### src/core/strobe_encoder_defines.svh
// Constants for the external bus strobe encoder
`ifndef STROBE_ENCODER_DEFINES_SVH
`define STROBE_ENCODER_DEFINES_SVH

`define ADDR_W        22
`define DATA_W        16
`define CS_W          8
`define COL_BITS      10
`define TAIL_LAST     2'h2
`define PAR_OFF       2'h0
`define PAR_DRAM      2'h1
`define PAR_AREA2     2'h2
`define PARITY_AREA   3'h2
`define DRAM_CS_IDX   1

`endif

### src/core/strobe_encoder_pkg.sv
// Types shared by the external bus strobe encoder modules
package strobe_encoder_pkg;

   // Access phases, Gray coded along idle-row-column-tail
   typedef enum logic [2:0] {
      ST_IDLE = 3'h0,
      ST_ROW  = 3'h1,
      ST_COL  = 3'h3,
      ST_TAIL = 3'h2,
      ST_EXT  = 3'h6
   } state_t;

   // Byte lanes touched by a 16-bit access
   typedef enum logic [1:0] {
      LANE_UPPER = 2'h0,
      LANE_LOWER = 2'h1,
      LANE_WORD  = 2'h2
   } lane_t;

endpackage

### src/core/access_if.sv
// Carrier between the access sequencer and the pin state decoder
`timescale 1ns/1ps
`default_nettype none
`include "strobe_encoder_defines.svh"
interface access_if;
   import strobe_encoder_pkg::*;

   // Access context
   state_t              state;
   logic                is_dram;
   logic                is_16;
   logic                up;
   logic                lo;
   logic                write;
   logic [2:0]          area;
   logic                two_cas;
   logic                bsel_sys;
   logic                par_dram;
   logic                par_area2;
   logic [`ADDR_W-1:0]  addr;
   logic [`DATA_W-1:0]  wdata;

   // Next pin levels
   logic [`CS_W-1:0]    cs_n;
   logic                ras_n;
   logic                ucas_n;
   logic                lcas_n;
   logic                hold;
   logic                rd_n;
   logic                uws_n;
   logic                lws_n;
   logic [`ADDR_W-1:0]  a;
   logic [`DATA_W-1:0]  d_o;
   logic [1:0]          d_oe;
   logic [1:0]          p_o;
   logic [1:0]          p_oe;

   modport ctrl (
      output state, is_dram, is_16, up, lo, write, area, two_cas,
      output bsel_sys, par_dram, par_area2, addr, wdata,
      input  cs_n, ras_n, ucas_n, lcas_n, hold, rd_n, uws_n, lws_n,
      input  a, d_o, d_oe, p_o, p_oe
   );
   modport dec (
      input  state, is_dram, is_16, up, lo, write, area, two_cas,
      input  bsel_sys, par_dram, par_area2, addr, wdata,
      output cs_n, ras_n, ucas_n, lcas_n, hold, rd_n, uws_n, lws_n,
      output a, d_o, d_oe, p_o, p_oe
   );
endinterface
`default_nettype wire

### src/core/external_bus_strobe_encoder.sv
// Sequencer and pin registers for DRAM and external memory accesses
`timescale 1ns/1ps
`default_nettype none
`include "strobe_encoder_defines.svh"

module external_bus_strobe_encoder
   import strobe_encoder_pkg::*;
(
   // Clock and reset
   input  wire logic                sys_clk_in,
   input  wire logic                resetn_in,
   // Access request
   input  wire logic                req_valid_in,
   output logic                     req_ready_out,
   input  wire logic                req_dram_in,
   input  wire logic                req_16bit_in,
   input  wire logic [1:0]          req_lane_in,
   input  wire logic                req_write_in,
   input  wire logic [2:0]          req_area_in,
   input  wire logic [`ADDR_W-1:0]  req_addr_in,
   input  wire logic [`DATA_W-1:0]  req_wdata_in,
   // Configuration
   input  wire logic                dram_two_cas_in,
   input  wire logic                ext_byte_select_sys_in,
   input  wire logic                parity_enable_hi_in,
   input  wire logic                parity_enable_lo_in,
   // Access answer
   output logic                     done_out,
   output logic [`DATA_W-1:0]       rdata_out,
   output logic                     parity_err_out,
   // Bus pins
   output logic [`CS_W-1:0]         cs_n_out,
   output logic                     ras_n_out,
   output logic                     upper_column_strobe_n_out,
   output logic                     lower_column_strobe_n_out,
   output logic                     address_hold_out,
   output logic                     rd_n_out,
   output logic                     upper_write_strobe_n_out,
   output logic                     lower_write_strobe_n_out,
   output logic [`ADDR_W-1:0]       addr_out,
   output logic [`DATA_W-1:0]       data_out,
   output logic [1:0]               data_oe_out,
   input  wire logic [`DATA_W-1:0]  data_in,
   output logic [1:0]               parity_out,
   output logic [1:0]               parity_oe_out,
   input  wire logic [1:0]          parity_in
);

   state_t              state_r;
   logic [1:0]          tail_cnt_r;
   logic                is_dram_r;
   logic                is_16_r;
   logic                up_r;
   logic                lo_r;
   logic                write_r;
   logic [2:0]          area_r;
   logic                two_cas_r;
   logic                bsel_sys_r;
   logic [1:0]          par_mode_r;
   logic [`ADDR_W-1:0]  addr_r;
   logic [`DATA_W-1:0]  wdata_r;
   logic [17:0]         pin_s1_r;
   logic [17:0]         pin_s2_r;
   logic                take;
   logic                par_chk;
   logic [1:0]          rd_err;

   access_if acc_bus ();

   pin_state_decoder u_dec (
      .bus (acc_bus.dec)
   );

   ////////////////////////////////////////////////////////////////////////
   // Context toward the decoder
   assign acc_bus.state     = state_r;
   assign acc_bus.is_dram   = is_dram_r;
   assign acc_bus.is_16     = is_16_r;
   assign acc_bus.up        = up_r;
   assign acc_bus.lo        = lo_r;
   assign acc_bus.write     = write_r;
   assign acc_bus.area      = area_r;
   assign acc_bus.two_cas   = two_cas_r;
   assign acc_bus.bsel_sys  = bsel_sys_r;
   assign acc_bus.par_dram  = (par_mode_r == `PAR_DRAM);
   assign acc_bus.par_area2 = (par_mode_r == `PAR_AREA2);
   assign acc_bus.addr      = addr_r;
   assign acc_bus.wdata     = wdata_r;

   assign take = req_valid_in && req_ready_out;

   ////////////////////////////////////////////////////////////////////////
   // Latch the request; 8-bit space always uses the low lane only
   always_ff @(posedge sys_clk_in or negedge resetn_in) begin
      if (!resetn_in) begin
         is_dram_r  <= 1'b0;
         is_16_r    <= 1'b0;
         up_r       <= 1'b0;
         lo_r       <= 1'b0;
         write_r    <= 1'b0;
         area_r     <= 3'h0;
         two_cas_r  <= 1'b0;
         bsel_sys_r <= 1'b0;
         par_mode_r <= `PAR_OFF;
         addr_r     <= '0;
         wdata_r    <= '0;
      end else if (take) begin
         is_dram_r  <= req_dram_in;
         is_16_r    <= req_16bit_in;
         up_r       <= req_16bit_in && (req_lane_in != LANE_LOWER);
         lo_r       <= !req_16bit_in || (req_lane_in != LANE_UPPER);
         write_r    <= req_write_in;
         area_r     <= req_area_in;
         two_cas_r  <= dram_two_cas_in;
         bsel_sys_r <= ext_byte_select_sys_in;
         par_mode_r <= {parity_enable_hi_in, parity_enable_lo_in};
         addr_r     <= req_addr_in;
         wdata_r    <= req_wdata_in;
      end
   end

   ////////////////////////////////////////////////////////////////////////
   // Access sequencer; the tail holds strobes while read data syncs
   always_ff @(posedge sys_clk_in or negedge resetn_in) begin
      if (!resetn_in) begin
         state_r    <= ST_IDLE;
         tail_cnt_r <= 2'h0;
      end else begin
         case (state_r)
            ST_IDLE: begin
               if (take) begin
                  state_r <= req_dram_in ? ST_ROW : ST_EXT;
               end
            end
            ST_ROW: begin
               state_r <= ST_COL;
            end
            ST_COL, ST_EXT: begin
               state_r    <= ST_TAIL;
               tail_cnt_r <= 2'h0;
            end
            ST_TAIL: begin
               if (tail_cnt_r == `TAIL_LAST) begin
                  state_r <= ST_IDLE;
               end
               tail_cnt_r <= tail_cnt_r + 2'h1;
            end
            default: begin
               state_r <= ST_IDLE;
            end
         endcase
      end
   end

   ////////////////////////////////////////////////////////////////////////
   // Pin inputs pass two flops; stage one feeds only stage two
   always_ff @(posedge sys_clk_in or negedge resetn_in) begin
      if (!resetn_in) begin
         pin_s1_r <= '0;
         pin_s2_r <= '0;
      end else begin
         pin_s1_r <= {parity_in, data_in};
         pin_s2_r <= pin_s1_r;
      end
   end

   // Parity check on the lanes of a read, when enabled for the space
   assign par_chk = is_dram_r ? acc_bus.par_dram
                    : (acc_bus.par_area2 && area_r == `PARITY_AREA);
   assign rd_err  = {pin_s2_r[17] != ~^pin_s2_r[15:8],
                     pin_s2_r[16] != ~^pin_s2_r[7:0]};

   ////////////////////////////////////////////////////////////////////////
   // Answer: ready, done pulse, read data and parity error
   always_ff @(posedge sys_clk_in or negedge resetn_in) begin
      if (!resetn_in) begin
         req_ready_out  <= 1'b0;
         done_out       <= 1'b0;
         rdata_out      <= '0;
         parity_err_out <= 1'b0;
      end else begin
         done_out <= 1'b0;
         if (take) begin
            req_ready_out <= 1'b0;
         end else if (state_r == ST_IDLE) begin
            req_ready_out <= 1'b1;
         end
         if (state_r == ST_TAIL && tail_cnt_r == `TAIL_LAST) begin
            done_out <= 1'b1;
            if (!write_r) begin
               rdata_out <= pin_s2_r[15:0]
                            & {{8{up_r}}, {8{lo_r}}};
               parity_err_out <= par_chk
                  && ((rd_err[1] && up_r) || (rd_err[0] && lo_r));
            end else begin
               parity_err_out <= 1'b0;
            end
         end
      end
   end

   ////////////////////////////////////////////////////////////////////////
   // Pin registers; every pin comes straight from a flop
   always_ff @(posedge sys_clk_in or negedge resetn_in) begin
      if (!resetn_in) begin
         cs_n_out                  <= '1;
         ras_n_out                 <= 1'b1;
         upper_column_strobe_n_out <= 1'b1;
         lower_column_strobe_n_out <= 1'b1;
         address_hold_out          <= 1'b0;
         rd_n_out                  <= 1'b1;
         upper_write_strobe_n_out  <= 1'b1;
         lower_write_strobe_n_out  <= 1'b1;
         addr_out                  <= '0;
         data_out                  <= '0;
         data_oe_out               <= 2'h0;
         parity_out                <= 2'h0;
         parity_oe_out             <= 2'h0;
      end else begin
         cs_n_out                  <= acc_bus.cs_n;
         ras_n_out                 <= acc_bus.ras_n;
         upper_column_strobe_n_out <= acc_bus.ucas_n;
         lower_column_strobe_n_out <= acc_bus.lcas_n;
         address_hold_out          <= acc_bus.hold;
         rd_n_out                  <= acc_bus.rd_n;
         upper_write_strobe_n_out  <= acc_bus.uws_n;
         lower_write_strobe_n_out  <= acc_bus.lws_n;
         addr_out                  <= acc_bus.a;
         data_out                  <= acc_bus.d_o;
         data_oe_out               <= acc_bus.d_oe;
         parity_out                <= acc_bus.p_o;
         parity_oe_out             <= acc_bus.p_oe;
      end
   end

   ////////////////////////////////////////////////////////////////////////
   // Checks on the pin sequence
   logic [`CS_W-1:0] cs_expect;
   assign cs_expect = ~(`CS_W'(1) << area_r);
endmodule
`default_nettype wire

### src/core/pin_state_decoder.sv
// Pin level decoder for DRAM and external memory space accesses
`timescale 1ns/1ps
`default_nettype none
`include "strobe_encoder_defines.svh"
module pin_state_decoder
   import strobe_encoder_pkg::*;
(
   access_if.dec bus
);

   logic active;
   logic col_ph;
   logic par_en;

   assign active = (bus.state != ST_IDLE);
   assign col_ph = (bus.state == ST_COL) || (bus.state == ST_TAIL)
                   || (bus.state == ST_EXT);
   assign par_en = bus.is_dram ? bus.par_dram
                   : (bus.par_area2 && bus.area == `PARITY_AREA);

   ////////////////////////////////////////////////////////////////////////
   // Strobe, select and lane levels; idle levels are the defaults
   always_comb begin
      bus.cs_n   = '1;
      bus.ras_n  = 1'b1;
      bus.ucas_n = 1'b1;
      bus.lcas_n = 1'b1;
      bus.hold   = 1'b0;
      bus.rd_n   = 1'b1;
      bus.uws_n  = 1'b1;
      bus.lws_n  = 1'b1;
      bus.a      = bus.addr;
      bus.d_o    = bus.wdata;
      bus.d_oe   = 2'h0;
      bus.p_o    = {~^bus.wdata[15:8], ~^bus.wdata[7:0]};
      bus.p_oe   = 2'h0;
      if (active && bus.is_dram) begin
         bus.ras_n = 1'b0;
         bus.rd_n  = bus.write;
         // Row first, then column with the upper bits cleared
         if (bus.state == ST_ROW) begin
            bus.a = bus.addr >> `COL_BITS;
         end else begin
            bus.a = bus.addr & `ADDR_W'((1 << `COL_BITS) - 1);
         end
         if (!(bus.is_16 && bus.two_cas)) begin
            bus.cs_n[`DRAM_CS_IDX] = 1'b0;
         end
         if (col_ph) begin
            if (bus.is_16 && bus.two_cas) begin
               bus.ucas_n = !bus.up;
               bus.lcas_n = !bus.lo;
               // Select pin doubles as the upper column strobe
               bus.cs_n[`DRAM_CS_IDX] = !bus.up;
               bus.lws_n  = !bus.write;
            end else if (bus.is_16) begin
               bus.lcas_n = 1'b0;
               bus.uws_n  = !(bus.write && bus.up);
               bus.lws_n  = !(bus.write && bus.lo);
            end else begin
               bus.lcas_n = 1'b0;
               bus.lws_n  = !bus.write;
            end
         end
      end else if (active) begin
         bus.cs_n[bus.area] = 1'b0;
         bus.rd_n = bus.write;
         if (!bus.is_16) begin
            bus.lws_n = !bus.write;
         end else if (bus.bsel_sys) begin
            bus.uws_n = !bus.lo;
            bus.lws_n = !bus.write;
            bus.a[0]  = !bus.up;
         end else begin
            bus.uws_n = !(bus.write && bus.up);
            bus.lws_n = !(bus.write && bus.lo);
         end
      end
      // Only written lanes drive; the rest float
      if (active && col_ph && bus.write) begin
         bus.d_oe = {bus.up && bus.is_16, bus.lo};
         bus.p_oe = par_en ? {bus.up && bus.is_16, bus.lo} : 2'h0;
      end
   end

endmodule
`default_nettype wire

### config.mk
export PLATFORM = sky130hd
export DESIGN_NAME = external_bus_strobe_encoder
export DESIGN_NICKNAME = d
export VERILOG_FILES = /design/src/core/strobe_encoder_pkg.sv /design/src/core/access_if.sv /design/src/core/external_bus_strobe_encoder.sv /design/src/core/pin_state_decoder.sv
export VERILOG_INCLUDE_DIRS = /design/src /design/src/core
export SDC_FILE = /design/constraint.sdc
export NUM_CORES = 1
export LEC_CHECK = 0
export ABC_AREA = 1
export ABC_CLOCK_PERIOD_IN_PS = 1500
export BUFFER_PORTS_ARGS = -buffer_cell sky130_fd_sc_hd__buf_2
export CORE_ASPECT_RATIO = 1.4
export CORE_MARGIN = 4
export CORE_UTILIZATION = 35
export CTS_CLUSTER_SIZE = 40
export DETAILED_ROUTE_END_ITERATION = 10
export GPL_TIMING_DRIVEN = 1
export PLACE_DENSITY_LB_ADDON = 0.1
export SETUP_SLACK_MARGIN = 0.05
export SKIP_LAST_GASP = 1
export SYNTH_ARGS = -nofsm -noshare
export SYNTH_HDL_FRONTEND = slang
export SYNTH_SLANG_ARGS = --single-unit
export TNS_END_PERCENT = 1
### constraint.sdc
create_clock -name sys_clk_in -period 1.5 [get_ports sys_clk_in]
set_clock_uncertainty 0.2 [all_clocks]
set_input_delay 0.225 -clock sys_clk_in [delete_from_list [all_inputs] [get_ports sys_clk_in]]
set_output_delay 0.225 -clock sys_clk_in [all_outputs]
set_load 0.02 [all_outputs]
* Word level (Yosys, flattened, before mapping)
Cells that the tools add are included.
** Storage, ports and cells
- Register bits after elaboration :: 168
- Output and inout bits :: 78
- Word-level logic and storage cells :: 138
** Operators by class
- Add/sub/neg operators :: 1
- Magnitude comparators :: 2
- Equal/unequal tests :: 13
- Muxes and demuxes :: 51
- Bitwise gates (word level) :: 3
- Reduce and logical (&&, ||, !) cells :: 37
** Operators with widths (count)
- 1-bit two-way mux :: 38
- 8-bit XNOR reduction :: 4
- 21-bit two-way mux :: 1
- 16-bit AND :: 1
- 1-bit logical AND :: 15
- 12-bit two-way mux :: 1
- 3-bit case mux with 4 select lines :: 1
- 3-bit by 2-bit == test with 1-bit output (second input constant) :: 3
- 3-bit two-way mux :: 3
- 8-bit two-way mux :: 1
- 8-bit inverter :: 1
- 1-bit logical NOT :: 6
- 2-bit two-way mux :: 3
- 6-bit two-way mux :: 1
- 2-bit nonzero test :: 3
- 2-bit == test (second input constant) :: 2
- 1-bit logical OR :: 4
- 3-bit by 4-bit < comparator with 1-bit output (second input constant) :: 1
- 2-bit != test (second input constant) :: 2
- 2-bit case mux with 2 select lines :: 1
- 2-bit AND reduction :: 2
- 1-bit demux with 3-bit select :: 1
- 3-bit by 1-bit == test with 1-bit output (second input constant) :: 1
- 3-bit == test (second input constant) :: 1
- other kinds (9) :: 10

* Depth between registers and ports, before layout
Gate-level depths: netlist of the first run.
- Depth in word-level cells :: 7
- Depth in mapped cells :: 13
- Gate-level depth less buffers :: 13

* Cells and area by module
From an unflattened synthesis of the first run, not the netlist that was laid out.
** Unflattened totals
- Cell total of the unflattened synthesis :: 700
- Area, all modules :: 6643.9 µm²
** Modules (own cells, without submodules)
- external_bus_strobe_encoder :: times used 1, cells an instance 486, area an instance 5626.6 µm², sequential area each 4246.6 µm²
- pin_state_decoder :: times used 1, cells an instance 214, area an instance 1017.2 µm², sequential area each 0.0 µm²

* Worst setup path before layout of the first run
No wires, ideal clock.
- Kind :: flip-flop to flip-flop
- Start :: register state_r[2] (netlist: acc_bus.state[2])
- End :: register rdata_out[8]
- Library setup time :: 0.134 ns
- Data arrival time :: 1.169 ns
- Path slack :: -0.003 ns
- Stages on the path, launching flop included :: 10
- Path buffers :: 1
- Path through :: dfrtp_1 nor2_2 inv_2 nor2_4 inv_2 nor2_4 nand2_4 buf_2 nand2_1 o31ai_2
** Between the ends
- Cells in the longest elaborated chain, start to end :: 3
** RTL lines
- from (decl) :: RTL line external_bus_strobe_encoder.sv:49 : state_t state_r;
- from (signal assigned) :: RTL line external_bus_strobe_encoder.sv:132 : state_r <= req_dram_in ? ST_ROW : ST_EXT;
- 3-bit by 2-bit == test with 1-bit output :: RTL line external_bus_strobe_encoder.sv:188 : if (state_r == ST_TAIL && tail_cnt_r == `TAIL_LAST) begin
- 1-bit logical AND (no line)
- 2-bit AND reduction (no line)
- to (signal assigned) :: RTL line external_bus_strobe_encoder.sv:191 : rdata_out <= pin_s2_r[15:0]
- to (decl) :: RTL line external_bus_strobe_encoder.sv:29 : output logic [`DATA_W-1:0] rdata_out,
Every way passes these cells.
A chain may end at the register's enable or synchronous reset.

* Worst setup path in the final report of the first run
- Start :: register state_r[2] (netlist: acc_bus.state[2])
- End :: register rdata_out[2]
Same word-level chain as after synthesis.

==> results.txt, run 1 <==
Cells after synthesis = 607
Slew @ Worst Pin = 0.532 ns
CTS tree = done
Post-placement cell area = 7480 um2
Initial drt markers = 175
Global-route wire length before repair = 26.0 mm
Synth cell types = 31
GRT Resource Usage Total = 16.7%
Worst setup SP type = flop
Clock Sinks = 168
TritonRoute pass-1 iters = 4
Initial Utilization = 35.6%
Worst setup margin = -0.141 ns
Die Span Y = 165 um
Final Max Tran Viols = 0
Worst-skew pair later-pin latency = 0.42 ns
Minimum clock period = 1.64 ns
GRT Residual Overflow = 0
Final instance area = 8980 um2
Core Region = 17400 um2
# rows = 57
Warnings, synthesis = 0
Post-synthesis sequential area ratio = 68.1%
WHS = 0.0390 ns
CP Max Fanout = 8
Worst EP arrival = 1.76 ns
Total power = 18.0 mW
Antenna diode count = 0
VDD IR max = 0.00119 V
Final wirelength = 15.9 mm
Half-perimeter wire length after placement = 11.0 mm
Max Cap Viol = 0
Syn Area/Cell = 10.2 um2
Synth Register Bits = 168
Final hold violation count = 0
Failing checks = negative setup slack
Port-buffer cells = 147
Largest net degree at the start of global routing = 53
R2R cell count = 8
Die Width = 120 um
Syn_nets = 679
Routed length per instance = 14.2 um
Leakage = 4.59 nW
H-Tree Depth = 4
RSZ-0062 raised after global routing = true
Antenna Nets Post-Route = 0
Worst EP required = 1.62 ns
Synthesized area = 6200 um2
Min-Delay Path Class = input port to async pin
Layout cells sized above 1 = 30.6%
Period utilisation layout = 109%
Final nets = 938
# fillers = 1637
Vias in the first global route = 5310
Antenna violations before repair = 0
CTS Root Cell = clkbuf_16
Reg clk slew, reported paths = 0.07 ns
Drt via density = 4.41
Setup crit end kind = flop
Gpl congestion = 0.781
Worst slew margin relative to its limit = 64.1%
CTS max path bufs = 2
Setup_tns = -1.81 ns
Finish-stage setup viols = 34
Total CTS buffers = 17
Die ar. = 19900 um2
Fmax = 609 MHz
Area Overhead vs Synth = 44.9%
Status = finished, violations left
Pwr dens = 2010 nW/um2
Setup CP Type = flop to flop
DRC viols = 0
Vias = 4912
I/O pin cnt = 149
-- logic make-up (layout without fill, tap and decap cells) --
logic type | count (synthesis) | after routing | share of synthesized area (%)
AO/OA/AOI/OAI | 72 | 72 | 6.74
flip-flops | 168 | 168 | 68.1
buffers and inverters | 79 | 348 | 5.21
adder cells (fa/ha/maj) | 1 | 1 | 0.202
AND/OR/NAND/NOR | 270 | 273 | 17.4
XOR/XNOR | 16 | 16 | 2.26
other | 1 | 1 | 0.0605
-- metal layers --
layer	wire, um	part of all wire [%]	up-vias	global-route usage (%)
met2	8610	54	115	30.8
li1	-	-	2417	-
met3	765	4.8	21	4.53
met1	6180	39	2359	18.8
met5	0	0	-	0
met4	306	1.9	0	5.41
-- final cells by class --
class,count,area [um2],share of cell area [%]
Timing Repair Buffer,256,1830,20.4
Sequential cell,168,4230,47.0
Clock buffer,17,425,4.74
Tap cell,236,295,3.29
Clock inverter,15,185,2.06
Inverter,60,229,2.55
Multi-Input combinational cell,363,1790,19.9
-- path summary, 6_finish.rpt --
check                                             start                  endpoint  slack (ns)
min                                           resetn_in     pin_s2_r[9]$_DFF_PN0_        0.04
min reg2reg                      pin_s1_r[12]$_DFF_PN0_    pin_s2_r[12]$_DFF_PN0_        0.15
max in group asynchronous                     resetn_in     cs_n_out[1]$_DFF_PN1_        0.46
max reg2reg                acc_bus.state[2]$_DFFE_PN0P_  rdata_out[2]$_DFFE_PN0P_       -0.14
max                        acc_bus.state[2]$_DFFE_PN0P_  rdata_out[2]$_DFFE_PN0P_       -0.14
min in group sys_clk_in                    req_valid_in    acc_bus.lo$_DFFE_PN0P_        0.07
-- through the flow --
stage	setup WS, ns	util (%)	cells
3_5_place_dp	-0.155	43.0	1005
4_1_cts	-0.113	51.5	1115
3_3_place_gp	-0.121	43.0	1005
6_report	-0.141	51.6	1115
2_1_floorplan	0.0214	-	607
5_1_grt	-0.219	51.6	1115
-- critical path, stage by stage (launching register included) --
cell and delay (ns):
dfrtp_1 0.38, nor2_2 0.14, inv_2 0.06, nor2_4 0.10, inv_2 0.06, nor2_4 0.12
buf_12 0.16, nand2_8 0.08, o31ai_2 0.24
-- placed cells by master, fill, tap and decap left out, types with 3 or more instances in the layout --
cell type and instances:
nor2_1 33, inv_6 6, dfrtp_1 151, xnor2_1 12, nand2_2 4, o31ai_1 5, dfrtp_2 3, xor2_1 4
buf_4 32, clkbuf_16 17, nand3_1 14, nand2_1 206, o22ai_1 3, buf_2 146, o31ai_2 10, o21ai_0 38
inv_1 51, clkinv_4 3, buf_12 8, nand2_8 3, inv_2 7, a21oi_1 10, nor3_1 5, nor2_4 4
dlygate4sd3_1 69, dfstp_2 14
-- sequential cells by signal, indices dropped and copies added, names as in the netlist, 3 cells and up --
register       count
acc_bus.wdata     16
pin_s1_r          18
data_out          16
acc_bus.state      3
cs_n_out           8
acc_bus.addr      22
rdata_out         16
addr_out          22
pin_s2_r          18
acc_bus.area       3
-- synth_stat cells --
cell type  count  area [um2]
o22ai_1        3        18.8
nand2_4        1        11.3
inv_1         55         206
nor2_2         1        6.26
buf_4          1        7.51
dfstp_2       14         368
xor2_1         4        35.0
nor2_1        34         128
clkinv_1       1        3.75
dfrtp_1      154        3850
nand3_1       14        70.1
nor4_1         1        6.26
o211ai_1       1        7.51
a21oi_1       10        50.1
a41oi_1        1        8.76
nor3_1         5        25.0
nand2_1      210         788
o21ai_0       39         195
conb_1         1        3.75
o31ai_2        1        12.5
xnor2_1       12         105
clkbuf_1      10        37.5
nor3_2         1        10.0
o21a_1         1        7.51
ha_1           1        12.5
buf_6          2        22.5
o21ai_1        1        5.00
buf_2          6        30.0
inv_2          4        15.0
nor2_4         3        33.8
o31ai_1       15         113
-- where the power goes --
group / switching [mW] / internal, mW
logic: 3.99 / 2.53
registers: 0.823 / 6.21
clock network: 1.94 / 2.53
total: 6.76 / 11.3
-- what timing repair did --
action | in CTS | in global routing
buffers inserted | 6 | 0
gates resized for setup | 20 | 7
cloned | 3 | 0
pin swaps | 6 | 1
setup endpoints to repair | 36 | 66
hold endpoints to repair | 227 | 0
hold buffers | 69 | 0
Note: power is estimated with default switching activity, not from simulation.
==> inputs of run 2 (changes only) <==
ABC_AREA = not set   (was 1)
==> run 2 against run 1 <==
The run still ends with negative setup slack left. Core utilization fell by 0.58 points. Non-clock buffer count fell by 4. Cell area fell by 4.4%. Final cell count shrank 21%. Synthesized cell count is 32% lower. Power shrank 0.85%. Largest cell class unchanged. Largest power group unchanged. Highest routed layer unchanged.
==> results.txt, run 2 <==
CTS Root Cell = clkbuf_16
Capturing point of the worst reg2reg path = parity_err_out$_DFFE_PN0N_
GRT Residual Overflow = 0
Post-synthesis mux area share = 10.8%
Compound-Gate Fraction of Synth Area = 4.98%
FF-to-FF Start = acc_bus.state[0]$_DFFE_PN0P_
Main flop type after synthesis = dfrtp_1
CTS tree = done
Post-synthesis sequential area ratio = 70.0%
Reg clk slew, reported paths = 0.06 ns
Commonest non-fill, non-tap cells in the layout = dfrtp_1 (154), buf_2 (146), dlygate4sd3_1 (70)
WHS = 0.0633 ns
TritonRoute pass-1 iters = 4
VDD IR max = 0.00106 V
Final instance area = 8580 um2
Post-synthesis simple-gate area fraction = 7.22%
Total power = 17.9 mW
Pwr dens = 2080 nW/um2
Setup_tns = -8.86 ns
Core Region = 16800 um2
Initial Utilization = 35.9%
Die Span Y = 163 um
Final hold violation count = 0
Leakage = 4.01 nW
Syn Area/Cell = 14.6 um2
Die ar. = 19400 um2
Post-synth top area cell = dfrtp_1
Post-Synth XOR/XNOR Area = 4.52%
# fillers = 1509
Worst setup margin = -0.310 ns
Synth Register Bits = 168
EDFF count, synth = 0
Synth area leaders = dfrtp_1 (64%), mux2_2 (11%), dfstp_2 (6.1%)
Final nets = 739
I/O pin cnt = 149
CTS max path bufs = 2
Initial drt markers = 152
Cells after synthesis = 413
Setup crit end kind = flop
Layout cells sized above 1 = 44.7%
Worst reg2reg setup slack = -0.31 ns
Setup CP Type = flop to flop
R2R cell count = 4
Synth cell types = 43
Total CTS buffers = 17
Minimum clock period = 1.81 ns
Routed length per instance = 14.6 um
Finish-stage setup viols = 53
Synthesized area = 6030 um2
Final Max Tran Viols = 0
Post-synth top area share = 63.9%
Antenna Nets Post-Route = 0
Final wirelength = 12.9 mm
Worst-skew pair later-pin latency = 0.41 ns
Half-perimeter wire length after placement = 9.06 mm
Most numerous cell in the Yosys netlist = dfrtp_1
Gpl congestion = 0.768
Period utilisation layout = 121%
Warnings, synthesis = 0
Post-synth ARST share = 100%
Vias in the first global route = 4295
Port-buffer cells = 147
Antenna diode count = 0
H-Tree Depth = 4
Most common cell after layout, fill and taps aside = dfrtp_1
DRC viols = 0
Worst EP arrival = 1.93 ns
Failing checks = negative setup slack
Vias = 3972
Worst setup SP type = flop
Fmax = 552 MHz
Syn_nets = 485
GRT Resource Usage Total = 14.2%
Drt via density = 4.51
Area Overhead vs Synth = 42.3%
RSZ-0062 raised after global routing = true
Largest net degree at the start of global routing = 44
Min-Delay Path Class = input port to async pin
Clock Sinks = 168
Worst EP required = 1.62 ns
CP Max Fanout = 33
Largest family of logic cells by synthesized area = multiplexers
Top cells by count, synth = dfrtp_1 (154), mux2_2 (57), nand2_1 (49), xnor2_1 (22)
Max Cap Viol = 0
# rows = 56
Global-route wire length before repair = 21.7 mm
Die Width = 119 um
Status = finished, violations left
Post-placement cell area = 7270 um2
Antenna violations before repair = 0
Adder-cell share of the synthesized area = 0.207%
-- run 2: changes by cell type in the layout (fill, tap and decap cells not counted), moves of 9 or more --
cell     delta
nand2_1   -158
mux2_2     +57
inv_1      -44
o21ai_0    -31
nor2_1     -27
o21ai_2    +14
nand3_1    -12
and2_1     +11
o31ai_2     -9
xnor2_1     +9
-- run 2: logic make-up after synthesis --
family,after synthesis
DFF,168
AOI/OAI and AO/OA,41
other,1
xor gates and xnor gates,28
muxes,58
and+or+nand+nor,92
adders and majority gates,1
buffers and inverters,24
-- run 2: worst max-delay path by stage --
stage,start,endpoint,slack [ns],depth (start not counted)
CTS,pin_s2_r[4]$_DFF_PN0_,parity_err_out$_DFFE_PN0N_,-0.34,5
global placement,acc_bus.state[0]$_DFFE_PN0P_,parity_err_out$_DFFE_PN0N_,-0.33,4
detailed placement,acc_bus.state[0]$_DFFE_PN0P_,parity_err_out$_DFFE_PN0N_,-0.36,4
floorplan,acc_bus.state[0]$_DFFE_PN0P_,rdata_out[1]$_DFFE_PN0P_,-0.36,6
global route,pin_s2_r[4]$_DFF_PN0_,parity_err_out$_DFFE_PN0N_,-0.41,5
finish,acc_bus.state[0]$_DFFE_PN0P_,parity_err_out$_DFFE_PN0N_,-0.31,4
-- run 2: stage by stage --
stage               instances  setup slack (ns)  utilization, %
detailed placement        781            -0.362            43.3
finish                    881            -0.310            51.0
floorplan                 413            -0.356               -
CTS                       881            -0.343            51.0
global placement          781            -0.331            43.3
global route              881            -0.406            51.0
-- run 2: final cells by class --
type | count | area, um2 | share of cell area, %
multi-input cells | 221 | 1700 | 19.8
flip-flops and latches | 168 | 4220 | 49.2
clock buffers | 19 | 443 | 5.16
clock inverters | 11 | 150 | 1.75
well taps | 203 | 254 | 2.96
inverters | 7 | 26.3 | 0.306
repair buffers | 252 | 1790 | 20.9
-- run 2: what timing repair did --
action / in CTS / in global routing
resized for setup: 4 / 0
hold buffers: 70 / 0
cloned: 0 / 0
hold endpoints to repair: 238 / 0
setup buffers: 0 / 0
pin swaps: 0 / 0
endpoints found under the setup margin: 63 / 72
-- run 2: power by group --
part	switching [mW]	leakage [nW]	internal, mW
Clock	1.70	0.285	2.65
Combinational	3.30	1.73	3.05
Sequential	0.875	1.99	6.30
Total	5.88	4.01	12.0
-- run 2: critical path, cell delays in order (launching register included) --
cell and delay [ns]:
dfrtp_1 0.38, or3b_4 0.41, or3_4 0.35, buf_12 0.18
o31ai_2 0.21
-- run 2: layer usage --
metal  track usage (%)  share of wire, %
met5                 0                 0
met4              4.43               1.2
met3              4.85               6.1
met1              17.1                42
met2              23.9                51
==> inputs of run 3 (changes only) <==
ABC_CLOCK_PERIOD_IN_PS = 1600   (was 1500)
clock period = 1.6 ns   (was 1.5 ns; I/O delays follow)
==> run 3 against run 2 <==
The flow still finishes with violations (negative setup slack). Die area stayed put. Sequential share of layout area down 0.20 points. Global-route usage up 0.27 points. Sequential cell count unchanged. Non-clock buffer count unchanged. Count of clock-buffer cells in the layout did not move. Via count increased by 0.78%. Critical endpoint unchanged.
==> results.txt, run 3 (synthesis gave the netlist of run 2 again) <==
CTS max path bufs = 2
CP Max Fanout = 17
Most common cell after layout, fill and taps aside = dfrtp_1
Fmax = 553 MHz
Die Width = 119 um
Vias in the first global route = 4299
Die Span Y = 163 um
Capturing point of the worst reg2reg path = parity_err_out$_DFFE_PN0N_
Antenna violations before repair = 0
Initial Utilization = 35.9%
Die ar. = 19400 um2
Setup CP Type = flop to flop
Status = finished, violations left
# rows = 56
GRT Residual Overflow = 0
Max incr delay on CP = 0.39 ns
Clock Sinks = 168
Crit path max-delay cell type = or3b_1
Final hold violation count = 0
WP buf/inv = 1
Global-route wire length before repair = 22.1 mm
Fin cells = 883
Cell family with most CP delay = simple AND/OR/NAND/NOR gates
Layout cells sized above 1 = 44.9%
Final wirelength = 13.1 mm
Setup bufs post-CTS = 0
Vias = 4003
Port-buffer cells = 147
Crit-path cells = or3b_1, or3_4, buf_12, o31ai_2
Period utilisation layout = 113%
I/O pin cnt = 149
Commonest non-fill, non-tap cells in the layout = dfrtp_1 (154), buf_2 (146), dlygate4sd3_1 (70)
Dpl cells = 780
GRT Resource Usage Total = 14.4%
Pwr dens = 1950 nW/um2
Worst EP required = 1.72 ns
Antenna diode count = 0
Min-Delay Path Class = input port to async pin
Gpl congestion = 0.759
R2R cell count = 4
Worst EP arrival = 1.93 ns
CTS Root Cell = clkbuf_16
Worst-skew pair later-pin latency = 0.41 ns
FF-to-FF Start = acc_bus.state[0]$_DFFE_PN0P_
Final Max Tran Viols = 0
DRC viols = 0
RSZ-0062 raised after global routing = true
Reg clk slew, reported paths = 0.06 ns
Total power = 16.8 mW
Half-perimeter wire length after placement = 9.27 mm
Failing checks = negative setup slack
Core Region = 16800 um2
Minimum clock period = 1.81 ns
Area Overhead vs Synth = 42.9%
H-Tree Depth = 4
Routed length per instance = 14.8 um
Setup crit end kind = flop
Antenna Nets Post-Route = 0
Worst setup SP type = flop
Worst reg2reg setup slack = -0.21 ns
CTS tree = done
Total CTS buffers = 17
Leakage = 4.02 nW
Initial drt markers = 131
Worst setup margin = -0.207 ns
Final nets = 739
Max Cap Viol = 0
VDD IR max = 0.00102 V
# fillers = 1512
Drt via density = 4.53
TritonRoute pass-1 iters = 4
Largest net degree at the start of global routing = 41
Finish-stage setup viols = 45
==> run 3: stage by stage <==
step	setup slack, ns	setup TNS [ns]	utilization [%]	hold WS, ns	area (um2)
3_3_place_gp	-0.193	-3.74	43.3	-0.00561	7280
2_1_floorplan	-0.256	-11.37	-	-0.256	6030
5_1_grt	-0.272	-6.97	51.2	0.143	8620
4_1_cts	-0.213	-4.49	51.2	0.120	8610
3_5_place_dp	-0.227	-4.29	43.3	-0.00258	7280
6_report	-0.207	-4.10	51.2	0.123	8620
==> run 3: worst max-delay path by stage <==
stage	depth (start not counted)	endpoint	slack, ns	from
floorplan	6	rdata_out[1]$_DFFE_PN0P_	-0.26	acc_bus.state[0]$_DFFE_PN0P_
global placement	4	parity_err_out$_DFFE_PN0N_	-0.19	acc_bus.state[0]$_DFFE_PN0P_
detailed placement	5	parity_err_out$_DFFE_PN0N_	-0.23	pin_s2_r[11]$_DFF_PN0_
CTS	4	parity_err_out$_DFFE_PN0N_	-0.21	acc_bus.state[0]$_DFFE_PN0P_
global route	5	parity_err_out$_DFFE_PN0N_	-0.27	pin_s2_r[2]$_DFF_PN0_
finish	4	parity_err_out$_DFFE_PN0N_	-0.21	acc_bus.state[0]$_DFFE_PN0P_
==> run 3: report_power, final <==
part | internal (mW) | switching [mW]
Sequential | 5.91 | 0.855
Combinational | 2.87 | 3.12
Clock | 2.36 | 1.67
==> run 3: repair_timing <==
| action | 4_1_cts | 5_1_grt |
|---|---|---|
| pin swaps | 0 | 5 |
| gates resized for setup | 3 | 2 |
| hold buffers | 70 | 0 |
| gates cloned | 1 | 0 |
| endpoints found under the hold margin | 239 | 0 |
| endpoints found under the setup margin | 52 | 110 |
==> run 3: per-layer routing <==
| layer | global-route usage (%) | share of wire [%] | vias to the layer above |
|---|---|---|---|
| li1 | - | - | 1902 |
| met1 | 17.3 | 41 | 1981 |
| met2 | 24.4 | 51 | 110 |
| met3 | 4.99 | 6.4 | 10 |
| met4 | 4.64 | 1.0 | 0 |
| met5 | 0 | 0 | - |
==> run 3: final cells by class <==
class	count	area, um2	area share (%)
inverters	7	26.3	0.305
clock buffers	19	443	5.14
multi-input cells	221	1700	19.8
repair buffers	252	1830	21.2
well taps	203	254	2.95
clock inverters	13	144	1.67
flip-flops and latches	168	4220	49.0
